--- src/logic/iad_pkg.sv ---
// Package with address map, switch layout and reset values for the I/O address decoder
package iad_pkg;
	localparam int IAD_ADDR_W = 16;
	localparam int IAD_DATA_W = 8;
	localparam int IAD_WIN_BYTES = 8;
	localparam int IAD_OFS_W = 3;
	localparam int IAD_HI_MSB = 15;
	localparam int IAD_HI_LSB = 8;
	localparam int IAD_LO_MSB = 7;
	localparam int IAD_LO_LSB = 3;
	localparam int IAD_LO_SW_W = 6;
	localparam int IAD_LO_SW_UNUSED = 5;
	localparam logic [7:0] IAD_HI_SW_DEFAULT = 8'h03;
	localparam logic [5:0] IAD_LO_SW_DEFAULT = 6'h00;
	localparam logic [2:0] IAD_OFS_CHA_DATA = 3'h0;
	localparam logic [2:0] IAD_OFS_CHA_CTRL = 3'h1;
	localparam logic [2:0] IAD_OFS_CHB_DATA = 3'h2;
	localparam logic [2:0] IAD_OFS_CHB_CTRL = 3'h3;
	localparam logic [2:0] IAD_OFS_LINE_SIG = 3'h4;
	localparam logic [2:0] IAD_OFS_BOARD_SETUP = 3'h5;
	localparam logic [2:0] IAD_OFS_RSVD_SIX = 3'h6;
	localparam logic [2:0] IAD_OFS_RSVD_SEVEN = 3'h7;
	localparam logic [7:0] IAD_LINE_SIG_RESET = 8'h00;
	localparam logic [7:0] IAD_BOARD_SETUP_RESET = 8'h00;
	localparam logic [7:0] IAD_RSVD_READ = 8'hFF;
	typedef enum logic [1:0] {IAD_SEL_NONE, IAD_SEL_SCC, IAD_SEL_LOCAL, IAD_SEL_RSVD} iad_sel_t;
endpackage

--- src/logic/iad_match.sv ---
// Base address comparator against the two switch banks
`timescale 1ns/100ps
module iad_match #(
	parameter int ADDR_W = 16
) (
	// Host address
	input wire logic [ADDR_W-1:0] addr,
	// Switch banks
	input wire logic [7:0] high_address_switch_bank,
	input wire logic [5:0] low_address_switch_bank,
	// Result
	output logic hit
);
	import iad_pkg::*;
	logic [4:0] lo_used;
	initial begin
		if (ADDR_W != IAD_ADDR_W) $error("iad_match: only a 16-bit address is served");
	end
	// Sixth position dropped from the compare
	assign lo_used = low_address_switch_bank[IAD_LO_SW_UNUSED-1:0];
	assign hit = (addr[IAD_HI_MSB:IAD_HI_LSB] == high_address_switch_bank)
		&& (addr[IAD_LO_MSB:IAD_LO_LSB] == lo_used);
endmodule

--- src/logic/iad_decoder.sv ---
// I/O address decoder of the serial adapter card, with onboard registers
// Overview of operation
// - Claim eight contiguous byte addresses from base; low three bits pick location.
// - Address bits 15..8 must equal the high switch bank.
// - Address bits 7..3 must equal the low switch bank; both banks must match.
// - Sixth low switch position takes no part in matching.
// - Base may sit anywhere in 16-bit I/O space, eight-byte aligned.
// - Offsets zero to three pass reads and writes to the serial controller.
// - Offset zero is channel A data, offset one channel A control.
// - Offset two is channel B data, offset three channel B control.
// - Offset four is line signal register, five board setup register.
// - Offsets six and seven reserved: writes ignored, reads return hex FF.
// - Factory base address is hex 300, window 300 to 307.
`timescale 1ns/100ps
module iad_decoder
	import iad_pkg::*;
#(
	parameter int ADDR_W = iad_pkg::IAD_ADDR_W,
	parameter int DATA_W = iad_pkg::IAD_DATA_W
) (
	// Clock and reset
	input wire logic clk_sys,
	input wire logic reset_n,
	// Host I/O bus
	input wire logic [ADDR_W-1:0] host_addr,
	input wire logic host_ior_n,
	input wire logic host_iow_n,
	input wire logic [DATA_W-1:0] host_data_in,
	output logic [DATA_W-1:0] host_data_out,
	output logic host_data_oe,
	// Address switches
	input wire logic [7:0] high_address_switch_bank,
	input wire logic [5:0] low_address_switch_bank,
	// Serial controller port
	output logic scc_cs_n,
	output logic scc_rd_n,
	output logic scc_wr_n,
	output logic scc_chan_b,
	output logic scc_ctrl_sel,
	output logic [DATA_W-1:0] scc_wdata,
	input wire logic [DATA_W-1:0] scc_rdata,
	// Onboard register contents
	output logic [DATA_W-1:0] line_signal_q,
	output logic [DATA_W-1:0] board_setup_q
);
	import iad_pkg::*;

	logic hit;
	logic [IAD_OFS_W-1:0] ofs;
	logic rd_act;
	logic wr_act;
	logic [DATA_W-1:0] rdata_d;
	iad_sel_t sel;

	initial begin
		if (ADDR_W != IAD_ADDR_W || DATA_W != IAD_DATA_W) $error("iad_decoder: 16-bit address, 8-bit data only");
	end

	function automatic iad_sel_t region(input logic [2:0] o);
		case (o)
			IAD_OFS_CHA_DATA, IAD_OFS_CHA_CTRL, IAD_OFS_CHB_DATA, IAD_OFS_CHB_CTRL: region = IAD_SEL_SCC;
			IAD_OFS_LINE_SIG, IAD_OFS_BOARD_SETUP: region = IAD_SEL_LOCAL;
			IAD_OFS_RSVD_SIX, IAD_OFS_RSVD_SEVEN: region = IAD_SEL_RSVD;
			default: region = IAD_SEL_NONE;
		endcase
	endfunction

	iad_match #(
		.ADDR_W(ADDR_W)
	) u_match (
		.addr(host_addr),
		.high_address_switch_bank(high_address_switch_bank),
		.low_address_switch_bank(low_address_switch_bank),
		.hit(hit)
	);

	// Window offset and strobes
	assign ofs = host_addr[IAD_OFS_W-1:0];
	assign sel = hit ? region(ofs) : IAD_SEL_NONE;
	assign rd_act = hit && !host_ior_n && host_iow_n;
	assign wr_act = hit && !host_iow_n && host_ior_n;

	// Read data selection
	always_comb begin
		rdata_d = IAD_RSVD_READ;
		case (sel)
			IAD_SEL_SCC: rdata_d = scc_rdata;
			IAD_SEL_LOCAL: rdata_d = (ofs == IAD_OFS_LINE_SIG) ? line_signal_q : board_setup_q;
			IAD_SEL_RSVD: rdata_d = IAD_RSVD_READ;
			default: rdata_d = IAD_RSVD_READ;
		endcase
	end

	// Host data bus drive
	always_ff @(posedge clk_sys) begin
		if (!reset_n) begin
			host_data_oe <= 1'b0;
			host_data_out <= '0;
		end else begin
			host_data_oe <= rd_act;
			host_data_out <= rd_act ? rdata_d : '0;
		end
	end

	// Serial controller pass-through
	always_ff @(posedge clk_sys) begin
		if (!reset_n) begin
			scc_cs_n <= 1'b1;
			scc_rd_n <= 1'b1;
			scc_wr_n <= 1'b1;
			scc_chan_b <= 1'b0;
			scc_ctrl_sel <= 1'b0;
			scc_wdata <= '0;
		end else begin
			scc_cs_n <= !(sel == IAD_SEL_SCC && (rd_act || wr_act));
			scc_rd_n <= !(sel == IAD_SEL_SCC && rd_act);
			scc_wr_n <= !(sel == IAD_SEL_SCC && wr_act);
			scc_chan_b <= ofs[1];
			scc_ctrl_sel <= ofs[0];
			scc_wdata <= host_data_in;
		end
	end

	// Line signal register
	always_ff @(posedge clk_sys) begin
		if (!reset_n) begin
			line_signal_q <= IAD_LINE_SIG_RESET;
		end else if (wr_act && ofs == IAD_OFS_LINE_SIG) begin
			line_signal_q <= host_data_in;
		end
	end

	// Board setup register
	always_ff @(posedge clk_sys) begin
		if (!reset_n) begin
			board_setup_q <= IAD_BOARD_SETUP_RESET;
		end else if (wr_act && ofs == IAD_OFS_BOARD_SETUP) begin
			board_setup_q <= host_data_in;
		end
	end

	// Helper: previous-cycle decode
	logic [ADDR_W-1:0] addr_p;
	logic wr_p;
	logic rd_p;
	logic [DATA_W-1:0] din_p;
	always_ff @(posedge clk_sys) begin
		addr_p <= host_addr;
		wr_p <= wr_act;
		rd_p <= rd_act;
		din_p <= host_data_in;
	end

	a_oe_read_only: assert property (@(posedge clk_sys) disable iff (!reset_n)
		host_data_oe |-> $past(rd_act)) else $error("data bus driven without decoded read");
	a_oe_follows_read: assert property (@(posedge clk_sys) disable iff (!reset_n)
		rd_act |=> host_data_oe) else $error("decoded read not answered");
	a_miss_hi_bank: assert property (@(posedge clk_sys) disable iff (!reset_n)
		(host_addr[15:8] != high_address_switch_bank) |-> !hit) else $error("high bank mismatch claimed");
	a_miss_lo_bank: assert property (@(posedge clk_sys) disable iff (!reset_n)
		(host_addr[7:3] != low_address_switch_bank[4:0]) |-> !hit) else $error("low bank mismatch claimed");
	a_sixth_ignored: assert property (@(posedge clk_sys) disable iff (!reset_n)
		(host_addr[15:8] == high_address_switch_bank && host_addr[7:3] == low_address_switch_bank[4:0])
		|-> hit) else $error("matching base not claimed");
	a_scc_window: assert property (@(posedge clk_sys) disable iff (!reset_n)
		!scc_cs_n |-> ($past(hit) && $past(host_addr[2]) == 1'b0)) else $error("controller selected outside 0..3");
	a_scc_chan_map: assert property (@(posedge clk_sys) disable iff (!reset_n)
		!scc_cs_n |-> (scc_chan_b == addr_p[1] && scc_ctrl_sel == addr_p[0])) else $error("channel map wrong");
	a_line_sig_wr: assert property (@(posedge clk_sys) disable iff (!reset_n)
		(wr_act && ofs == IAD_OFS_LINE_SIG) |=> line_signal_q == din_p) else $error("line signal write lost");
	a_rsvd_no_effect: assert property (@(posedge clk_sys) disable iff (!reset_n)
		(wr_p && addr_p[2:1] == 2'b11) |-> ($stable(line_signal_q) && $stable(board_setup_q) && scc_cs_n))
		else $error("reserved write had effect");
	a_rd_scc_data: assert property (@(posedge clk_sys) disable iff (!reset_n)
		(rd_act && sel == IAD_SEL_SCC) |=> (host_data_out == $past(scc_rdata) && !scc_rd_n))
		else $error("controller read not passed");

	// Further guards on the decode and the bus drive
	a_setup_wr: assert property (@(posedge clk_sys) disable iff (!reset_n)
		(wr_act && ofs == IAD_OFS_BOARD_SETUP) |=> board_setup_q == din_p)
		else $error("board setup write lost");

	a_scc_rd_sel: assert property (@(posedge clk_sys) disable iff (!reset_n)
		!scc_rd_n |-> !scc_cs_n)
		else $error("controller read strobe without select");

	a_scc_wr_pass: assert property (@(posedge clk_sys) disable iff (!reset_n)
		(wr_act && sel == IAD_SEL_SCC) |=> (!scc_wr_n && scc_wdata == din_p))
		else $error("controller write not passed");

	a_rsvd_read: assert property (@(posedge clk_sys) disable iff (!reset_n)
		(rd_act && sel == IAD_SEL_RSVD) |=> host_data_out == IAD_RSVD_READ)
		else $error("reserved read value wrong");

	a_line_sig_rd: assert property (@(posedge clk_sys) disable iff (!reset_n)
		(rd_act && ofs == IAD_OFS_LINE_SIG) |=> host_data_out == $past(line_signal_q))
		else $error("line signal read wrong");

	a_setup_rd: assert property (@(posedge clk_sys) disable iff (!reset_n)
		(rd_act && ofs == IAD_OFS_BOARD_SETUP) |=> host_data_out == $past(board_setup_q))
		else $error("board setup read wrong");

	a_idle_zero: assert property (@(posedge clk_sys) disable iff (!reset_n)
		!host_data_oe |-> host_data_out == '0)
		else $error("data shown while released");

	a_no_claim: assert property (@(posedge clk_sys) disable iff (!reset_n)
		!hit |=> (scc_cs_n && !host_data_oe))
		else $error("unclaimed access answered");

	a_both_strobes: assert property (@(posedge clk_sys) disable iff (!reset_n)
		(!host_ior_n && !host_iow_n) |=> (scc_cs_n && !host_data_oe))
		else $error("double strobe answered");

	a_local_no_scc: assert property (@(posedge clk_sys) disable iff (!reset_n)
		(sel == IAD_SEL_LOCAL && (rd_act || wr_act)) |=> scc_cs_n)
		else $error("controller selected for onboard register");

	a_wr_no_drive: assert property (@(posedge clk_sys) disable iff (!reset_n)
		wr_act |=> !host_data_oe)
		else $error("data bus driven on write");

	a_factory_base: assert property (@(posedge clk_sys) disable iff (!reset_n)
		(high_address_switch_bank == IAD_HI_SW_DEFAULT && low_address_switch_bank[4:0] == IAD_LO_SW_DEFAULT[4:0]
		&& host_addr[15:3] == 13'h0060) |-> hit) else $error("factory base not claimed");
endmodule

--- config.mk ---
export PLATFORM = sky130hd
export DESIGN_NAME = iad_decoder
export DESIGN_NICKNAME = d
export VERILOG_FILES = /design/src/logic/iad_pkg.sv /design/src/logic/iad_match.sv /design/src/logic/iad_decoder.sv
export SDC_FILE = /design/constraint.sdc
export NUM_CORES = 1
export LEC_CHECK = 0
export BUFFER_PORTS_ARGS = -buffer_cell sky130_fd_sc_hd__clkbuf_2
export CORE_MARGIN = 2
export CORE_UTILIZATION = 47
export CTS_CLUSTER_DIAMETER = 80
export DETAILED_ROUTE_END_ITERATION = 10
export PLACE_DENSITY = 0.81
export SLEW_MARGIN = 20
export SYNTH_ARGS = -nofsm -noshare
export SYNTH_HDL_FRONTEND = slang
export SYNTH_SLANG_ARGS = --single-unit
export TNS_END_PERCENT = 1
--- constraint.sdc ---
create_clock -name clk_sys -period 5.7 [get_ports clk_sys]
set_input_delay 1.14 -clock clk_sys [delete_from_list [all_inputs] [get_ports clk_sys]]
set_output_delay 1.14 -clock clk_sys [all_outputs]
set_load 0.02 [all_outputs]
==> results of run 1 <==
==> where the power goes <==
part / switching (mW) / internal, mW / total, mW
clock: 0.0799 / 0.0598 / 0.140
sequential: 0.000996 / 0.269 / 0.270
combinational: 0.0291 / 0.0225 / 0.0516
total: 0.110 / 0.351 / 0.461
==> layer usage <==
| layer | routed length (um) | share of wire | global-route usage |
|---|---|---|---|
| met5 | 0 | 0 | 0 |
| met4 | 38 | 0.011 | 0.0472 |
| met2 | 1660 | 0.48 | 0.315 |
| met3 | 183 | 0.053 | 0.0411 |
| met1 | 1550 | 0.45 | 0.247 |
==> sequential cells by signal, summed over array words and instances, names as in the netlist <==
name           cells
scc_wdata          8
board_setup_q      8
line_signal_q      8
scc_chan_b         1
host_data_out      8
scc_cs_n           1
scc_rd_n           1
host_data_oe       1
scc_ctrl_sel       1
scc_wr_n           1
==> worst paths after layout <==
path,startpoint,end,slack [ns],cells past startpoint
setup / recovery,high_address_switch_bank[1],scc_wr_n,2.45,8
setup reg to reg,line_signal_q[6],host_data_out[6],4.62,3
hold / removal,board_setup_q[5],board_setup_q[5],0.49,2
hold reg to reg,board_setup_q[5],board_setup_q[5],0.49,2
==> logic make-up after synthesis <==
family	count (synthesis)
adder cells (fa/ha/maj)	2
AND/OR/NAND/NOR	52
buffers and inverters	21
flip-flops	38
multiplexers	24
XOR/XNOR	13
AO/OA/AOI/OAI	11
==> per-stage QoR <==
step           utilization  area (um^2)  setup WS [ns]  std cells
2_1_floorplan            -         1640           2.38        161
3_3_place_gp         0.626         2090           2.13        284
3_5_place_dp         0.626         2090           2.10        284
4_1_cts              0.644         2150           2.45        292
5_1_grt              0.644         2150           2.20        292
6_report             0.644         2150           2.45        292
==> placed cells by master (no fill, tap or decap), drive strengths merged <==
cell	count
and2	1
nor4b	1
nand2b	2
dfxtp	38
nor4	11
xor2	13
or4	2
a21oi	1
nand2	24
inv	12
a221oi	8
nor3	2
nand4	3
nor2	3
clkbuf	93
ha	2
clkinv	1
nor3b	1
or2	1
a21o	1
nand3b	1
a2111o	1
mux2	8
mux2i	16
==> area by class of cell <==
| class | instances | area, um^2 |
|---|---|---|
| fill | 313 | 1190 |
| multi-input combinational | 102 | 795 |
| sequential | 38 | 761 |
| timing repair buffer | 86 | 430 |
| tap | 46 | 57.6 |
| clock buffer | 7 | 55.1 |
| inverter | 12 | 45.0 |
| clock inverter | 1 | 5.00 |
==> critical path: cells and delay by family <==
family	cells	cell delay (ns)
AO/OA/AOI/OAI	1	0.25
XOR/XNOR	1	0.16
buffers and inverters	2	0.18
adder cells (fa/ha/maj)	1	0.33
AND/OR/NAND/NOR	3	1.38
==> results.toml, run 1 <==
[pwr]
p_per_area_nw_per_um2 = 215
vdd_drop_max_uv = 159
power.leakage_nw = 1.18
power.total_mw = 0.461

[die]
dieArea_um2 = 3980
coreArea_um2 = 3340
start_util = 0.492
die_x_um = 63.1
num_rows = 21
io-pin-count = 88
die_h_um = 63.1

[setup_path]
path_cells = "clkbuf_2 -> xor2_1 -> nor4_2 -> nand4_2 -> a21oi_1 -> ha_1 -> inv_1 -> or4_1"
path_class = "in2reg"
cp_slowest_cell = "or4_1"
end_kind = "flop"
cp_max_fo = 16
critical_path_arrival_ns = 3.45
cp-start-kind = "input pin"
crit_required_ns = 5.90
critPathMaxStageDelay_ns = 0.52

[logic_synthesis]
yosys.area.top_type = "dfxtp_1"
synth_top_family_by_area = "simple AND/OR/NAND/NOR gates"
yosys_warnings = 0
synth_common_cells = "38 x dfxtp_1, 24 x nand2_1, 16 x mux2i_1, 13 x xor2_1, 12 x inv_1"
ys_ff_latch = 38
synth-simple-area-share = 0.190
synth_fp_nets = 213
synth_edf_count = 0
synth_cells = 161
ys_dominant_reg_cell = "dfxtp_1"
synth_most_common_cell = "dfxtp_1"
synth.yosys.seq_area_share = 0.463
synthTopCellsByArea = "dfxtp_1 46%, mux2i_1 9.8%, xor2_1 6.9%, mux2_2 5.5%, nand2_1 5.5%"
avgSynthCellArea_um2 = 10.2
ys_async_sr_fraction = 0
synth_compound_area_frac = 0.0572
synth_fa_ha_area_frac = 0.0152
netlist_area_um2 = 1640
synth.area.mux_share = 0.152
synth_xor_area_frac = 0.0694
yosysTopAreaCellShare = 0.463
synth_cell_types = 26

[clock_network]
post-cts-setup-buffer-count = 0
path_clk_slew_ns = 0.10
numCtsBuffers = 5
cts.path.max_buffers = 2
clock-sinks = 38
cts_hold_buf = 0
insertion_delay_ns = 0.33
cts_htree_levels = 2
cts_resized = 0
cts_tree = "yes"
root_buffer = "clkbuf_4"

[sta]
hold_viol = 0
worst_slew_pin_slew_ns = 0.469
tns_ns = 0
max_freq_mhz = 308
fin_skew_ns = 0.0114
timing.slew.headroom = 0.684
whs_ns = 0.487
finalSetupViolCount = 0
slew_viol_final = 0
fin_crit_sh = 0.570
rsz0062_at_grt = "no"
min_period_ns = 3.25

[drt]
num_vias = 1407
via_per_inst = 4.82
drtPass1Iterations = 4
wl_per_cell_um = 11.8
wl_um = 3440
drc = 0
drtAntennaViolNets = 0
drt_iter0_markers = 58

[placement]
io_buffers = 86
dpl.hpwl_um = 2770
gp_congestion = 0.836

[hold_path]
holdCritPathClass = "reg2reg"

[layout]
diodes = 0
drive_gt1_frac = 0.443
nets = 297
area_growth_pct = 30.9

[grt]
overflow = 0
grt_pass1_wl_um = 5980
grt_pass1_vias = 1344
antenna_found_initial = 0
grt_max_degree = 27
track_usage = 0.188

[job]
max_cap_viol_count = 0

[run_status]
outcome = "finished, final reports clean"
No activity file was read; power rests on OpenSTA's default activity.
==> inputs of run 2 (changes only) <==
Settings changed: ABC_AREA from default to 1, CORE_UTILIZATION 47 to 46, PLACE_DENSITY 0.81 to 0.78.
Clock period 5.7 ns to 3.1 ns, I/O delays scaled along.
==> results.toml, run 2 <==
[setup_path]
critical_path_arrival_ns = 2.37
r2r_start = "line_signal_q[3]"
cp_max_fo = 8
cp-start-kind = "input pin"
end_kind = "flop"
crit_path_start = "host_addr[12]"
path_class = "in2reg"
crit_required_ns = 3.33

[logic_synthesis]
ys_dominant_reg_cell = "dfxtp_1"
yosys.area.top_type = "dfxtp_1"
synth_cells = 265
synth.yosys.seq_area_share = 0.417
synth_fp_nets = 317
synth_common_cells = "76 x nand2_1, 48 x inv_1, 43 x nor2_1, 38 x dfxtp_1"
ys_async_sr_fraction = 0
yosysTopAreaCellShare = 0.417
synth_cell_types = 24
synth_most_common_cell = "nand2_1"
yosys_warnings = 0
ys_ff_latch = 38
synth_edf_count = 0
synthTopCellsByArea = "dfxtp_1 42%, nand2_1 16%, inv_1 9.9%, nor2_1 8.9%, a211oi_1 3.3%"
netlist_area_um2 = 1820
avgSynthCellArea_um2 = 6.88

[layout]
drive_gt1_frac = 0.322
area_growth_pct = 29.2
diodes = 0
layout_commonest_cell = "clkbuf_2"
layout_common_cells = "86 x clkbuf_2, 76 x nand2_1, 48 x inv_1, 43 x nor2_1, 38 x dfxtp_1"
nets = 402

[clock_network]
post-cts-setup-buffer-count = 0
insertion_delay_ns = 0.29
cts_htree_levels = 2
cts_resized = 0
numCtsBuffers = 5
root_buffer = "clkbuf_8"
cts_tree = "yes"
cts_hold_buf = 0
clock-sinks = 38
path_clk_slew_ns = 0.07
cts.path.max_buffers = 2

[sta]
slew_viol_final = 0
finalSetupViolCount = 0
rsz0062_at_grt = "no"
hold_viol = 0
timing.slew.headroom = 0.587
min_period_ns = 2.14
fin_crit_sh = 0.689
worst_slew_pin_slew_ns = 0.618
max_freq_mhz = 468
tns_ns = 0
fin_skew_ns = 0.00375
final.setup.worst_slack_ns = 0.963

[placement]
pre_cts_slack_ns = 0.629
dpl.hpwl_um = 2980
gp_congestion = 0.726
io_buffers = 86

[drt]
via_per_inst = 4.34
drc = 0
num_vias = 1733
wl_um = 3860
drtAntennaViolNets = 0
drt_iter0_markers = 60
drtPass1Iterations = 4
wl_per_cell_um = 9.68

[grt]
grt_pass1_wl_um = 6520
grt_max_degree = 29
overflow = 0
antenna_found_initial = 0
grt_pass1_vias = 1578
track_usage = 0.194

[run_status]
outcome = "finished, final reports clean"

[pwr]
vdd_drop_max_uv = 325
p_per_area_nw_per_um2 = 401
power.leakage_nw = 1.44

[die]
dieArea_um2 = 4480
start_util = 0.487
die_x_um = 67.0
io-pin-count = 88
num_rows = 22
coreArea_um2 = 3740
die_h_um = 67.0

[job]
max_cap_viol_count = 0

[hold_path]
holdCritPathClass = "in2reg"
min_from = "host_addr[0]"
run 2: logic make-up after synthesis:
group	share of synthesized area
AOI/OAI and AO/OA	0.0769
xor gates and xnor gates	0.0144
adders and majority gates	0.0137
buffers and inverters	0.141
DFF	0.417
and+or+nand+nor	0.337
run 2: path summary, 6_finish.rpt:
kind | to | slack [ns] | cells after the start
setup / recovery | host_data_out[2] | 0.96 | 15
hold / removal | scc_ctrl_sel | 0.53 | 3
setup reg to reg | host_data_out[3] | 2.14 | 4
hold reg to reg | board_setup_q[7] | 0.53 | 4
run 2: through the flow:
| step | util | area [um^2] | total power [mW] | std cells | hold slack (ns) |
|---|---|---|---|---|---|
| finish | 0.629 | 2350 | 0.944 | 399 | 0.529 |
| global route | 0.629 | 2350 | 0.988 | 399 | 0.530 |
| CTS | 0.629 | 2350 | 0.955 | 399 | 0.521 |
| detailed placement | 0.604 | 2260 | 0.603 | 391 | 0.516 |
| global placement | 0.604 | 2260 | 0.601 | 391 | 0.515 |
| floorplan | - | 1820 | 0.556 | 265 | 0.597 |
run 2: per-layer routing:
metal	part of all wire	vias up	GRT usage
met1	0.44	717	0.223
met5	0	-	0
met3	0.079	9	0.0625
met4	0.020	0	0.0765
met2	0.46	51	0.333
li1	-	956	-
run 2: power breakdown:
group / internal, mW / total, mW / switching [mW]
Combinational: 0.0403 / 0.0948 / 0.0545
Clock: 0.179 / 0.353 / 0.174
Sequential: 0.495 / 0.496 / 0.00161
Total: 0.714 / 0.944 / 0.230
run 2: cell type report:
class | count | area, um^2
fillers | 370 | 1390
multi-input cells | 166 | 806
flip-flops and latches | 38 | 761
repair buffers | 87 | 438
inverters | 52 | 195
clock buffers | 6 | 82.6
well taps | 48 | 60.1
clock inverters | 2 | 12.5
run 2: critical path: stages:
cell      delay (ns)
clkbuf_2        0.09
inv_1           0.03
nand2_1         0.04
nand2_1         0.05
nor2_1          0.11
nand2_1         0.09
nor2_4          0.18
and2_1          0.19
nand2_1         0.08
inv_1           0.06
ha_1            0.31
o21ai_1         0.12
a21oi_1         0.22
a211oi_1        0.09
nor2_2          0.09
==> inputs of run 3 (changes only) <==
Clock period 3.1 ns to 2.2 ns, I/O delays scaled along.
==> results.toml, run 3 (synthesis gave the netlist of run 2 again) <==
[pwr]
p_per_area_nw_per_um2 = 556
power.leakage_nw = 1.47
vdd_drop_max_uv = 446

[job]
max_cap_viol_count = 0

[drt]
drtPass1Iterations = 4
wl_per_cell_um = 10.2
drtAntennaViolNets = 0
wl_um = 4150
num_vias = 1803
drt_iter0_markers = 70
via_per_inst = 4.45
drc = 0

[sta]
fin_crit_sh = 0.881
fin_skew_ns = 0.00562
slew_viol_final = 0
max_freq_mhz = 516
tns_ns = 0
min_period_ns = 1.94
finalSetupViolCount = 0
final.setup.worst_slack_ns = 0.261
worst_slew_pin_slew_ns = 0.313
timing.slew.headroom = 0.791
rsz0062_at_grt = "no"
hold_viol = 0

[hold_path]
holdCritPathClass = "in2reg"
holdPathStages = 3
holdPathEnd = "scc_ctrl_sel"
min_from = "host_addr[0]"

[layout]
postLayoutCellArea_um2 = 2400
area_growth_pct = 31.6
diodes = 0
fillCellCount = 378
drive_gt1_frac = 0.333
nets = 408
layout_commonest_cell = "clkbuf_2"
layout_common_cells = "86 x clkbuf_2, 76 x nand2_1, 48 x inv_1, 43 x nor2_1, 38 x dfxtp_1"

[run_status]
outcome = "finished, final reports clean"

[grt]
antenna_found_initial = 0
grt_pass1_vias = 1658
overflow = 0
track_usage = 0.206
grt_max_degree = 27
grt_pass1_wl_um = 6900

[clock_network]
insertion_delay_ns = 0.29
root_buffer = "clkbuf_8"
numCtsBuffers = 5
cts_hold_buf = 0
path_clk_slew_ns = 0.08
cts_resized = 0
cts_htree_levels = 2
cts_tree = "yes"
cts.path.max_buffers = 2
post-cts-setup-buffer-count = 0
clock-sinks = 38

[setup_path]
reg2reg_slack_ns = 1.26
path_cells = "clkbuf_2 -> inv_1 -> nand2_1 -> nand2_1 -> nor2_1 -> nand2_1 -> nor2_4 -> and2_1 -> nand2_1 -> inv_1 -> ha_1 -> o21ai_1 -> a21oi_1 -> a211oi_1 -> nor2_2"
r2r_start = "line_signal_q[3]"
r2r_end = "host_data_out[3]"
crit_required_ns = 2.43
cp_max_fo = 8
critPathMaxStageDelay_ns = 0.33
path_class = "in2reg"
cp-start-kind = "input pin"
reg2regPathDepth = 4
cp_slowest_cell = "ha_1"
critical_path_arrival_ns = 2.17
cpMostUsedCell = "nand2_1"
cpLargestDelayFamily = "simple AND/OR/NAND/NOR gates"
cp_num_buf_inv = 3
end_kind = "flop"

[placement]
dpl.hpwl_um = 3150
gp_congestion = 0.730
placed_area_um2 = 2300
pre_cts_slack_ns = -0.0171
io_buffers = 86

[die]
start_util = 0.487
dieArea_um2 = 4480
die_h_um = 67.0
num_rows = 22
io-pin-count = 88
die_x_um = 67.0
coreArea_um2 = 3740
==> run 3: worst max path at each step <==
stage                                     start                to  slack [ns]  depth (start not counted)
global route        high_address_switch_bank[4]  host_data_out[2]        0.07                         15
finish              high_address_switch_bank[4]  host_data_out[3]        0.26                         15
CTS                 high_address_switch_bank[4]  host_data_out[3]        0.27                         15
floorplan           high_address_switch_bank[1]          scc_cs_n        0.06                         16
detailed placement  high_address_switch_bank[4]  host_data_out[3]       -0.02                         15
global placement    high_address_switch_bank[4]  host_data_out[3]        0.07                         15
==> run 3: final cells by class <==
cell class	instances	area, um^2	share of cell area
clock buffer	6	82.6	0.0344
clock inverter	2	12.5	0.00521
inverter	52	195	0.0813
multi-input combinational	166	806	0.336
sequential	38	761	0.317
tap	48	60.1	0.0250
timing repair buffer	93	483	0.201
==> run 3: power by group <==
| part | leakage, nW | switching (mW) | total, mW | internal (mW) |
|---|---|---|---|---|
| Clock | 0.0472 | 0.245 | 0.497 | 0.252 |
| Combinational | 1.11 | 0.0785 | 0.138 | 0.0595 |
| Sequential | 0.309 | 0.00234 | 0.699 | 0.697 |
==> run 3: per-layer routing <==
| metal | vias to the layer above | track usage | share of wire |
|---|---|---|---|
| met5 | - | 0 | 0 |
| met4 | 0 | 0.0587 | 0.012 |
| met3 | 5 | 0.0625 | 0.059 |
| met2 | 50 | 0.373 | 0.50 |
| met1 | 783 | 0.230 | 0.43 |
| li1 | 965 | - | - |
==> run 3: through the flow <==
stage	hold slack, ns	util	instances	power, mW
after floorplan	0.533	-	265	0.783
after global placement	0.515	0.616	397	0.850
after detailed placement	0.516	0.616	397	0.854
after CTS	0.347	0.641	405	1.35
after global routing	0.373	0.641	405	1.40
final	0.354	0.641	405	1.33
==> run 3: worst register-to-register path: cells and delay by family, from the launching register on <==
| kind | cells | cell delay (ns) |
|---|---|---|
| AND/OR/NAND/NOR | 1 | 0.05 |
| flip-flops | 1 | 0.32 |
| AO/OA/AOI/OAI | 3 | 0.46 |
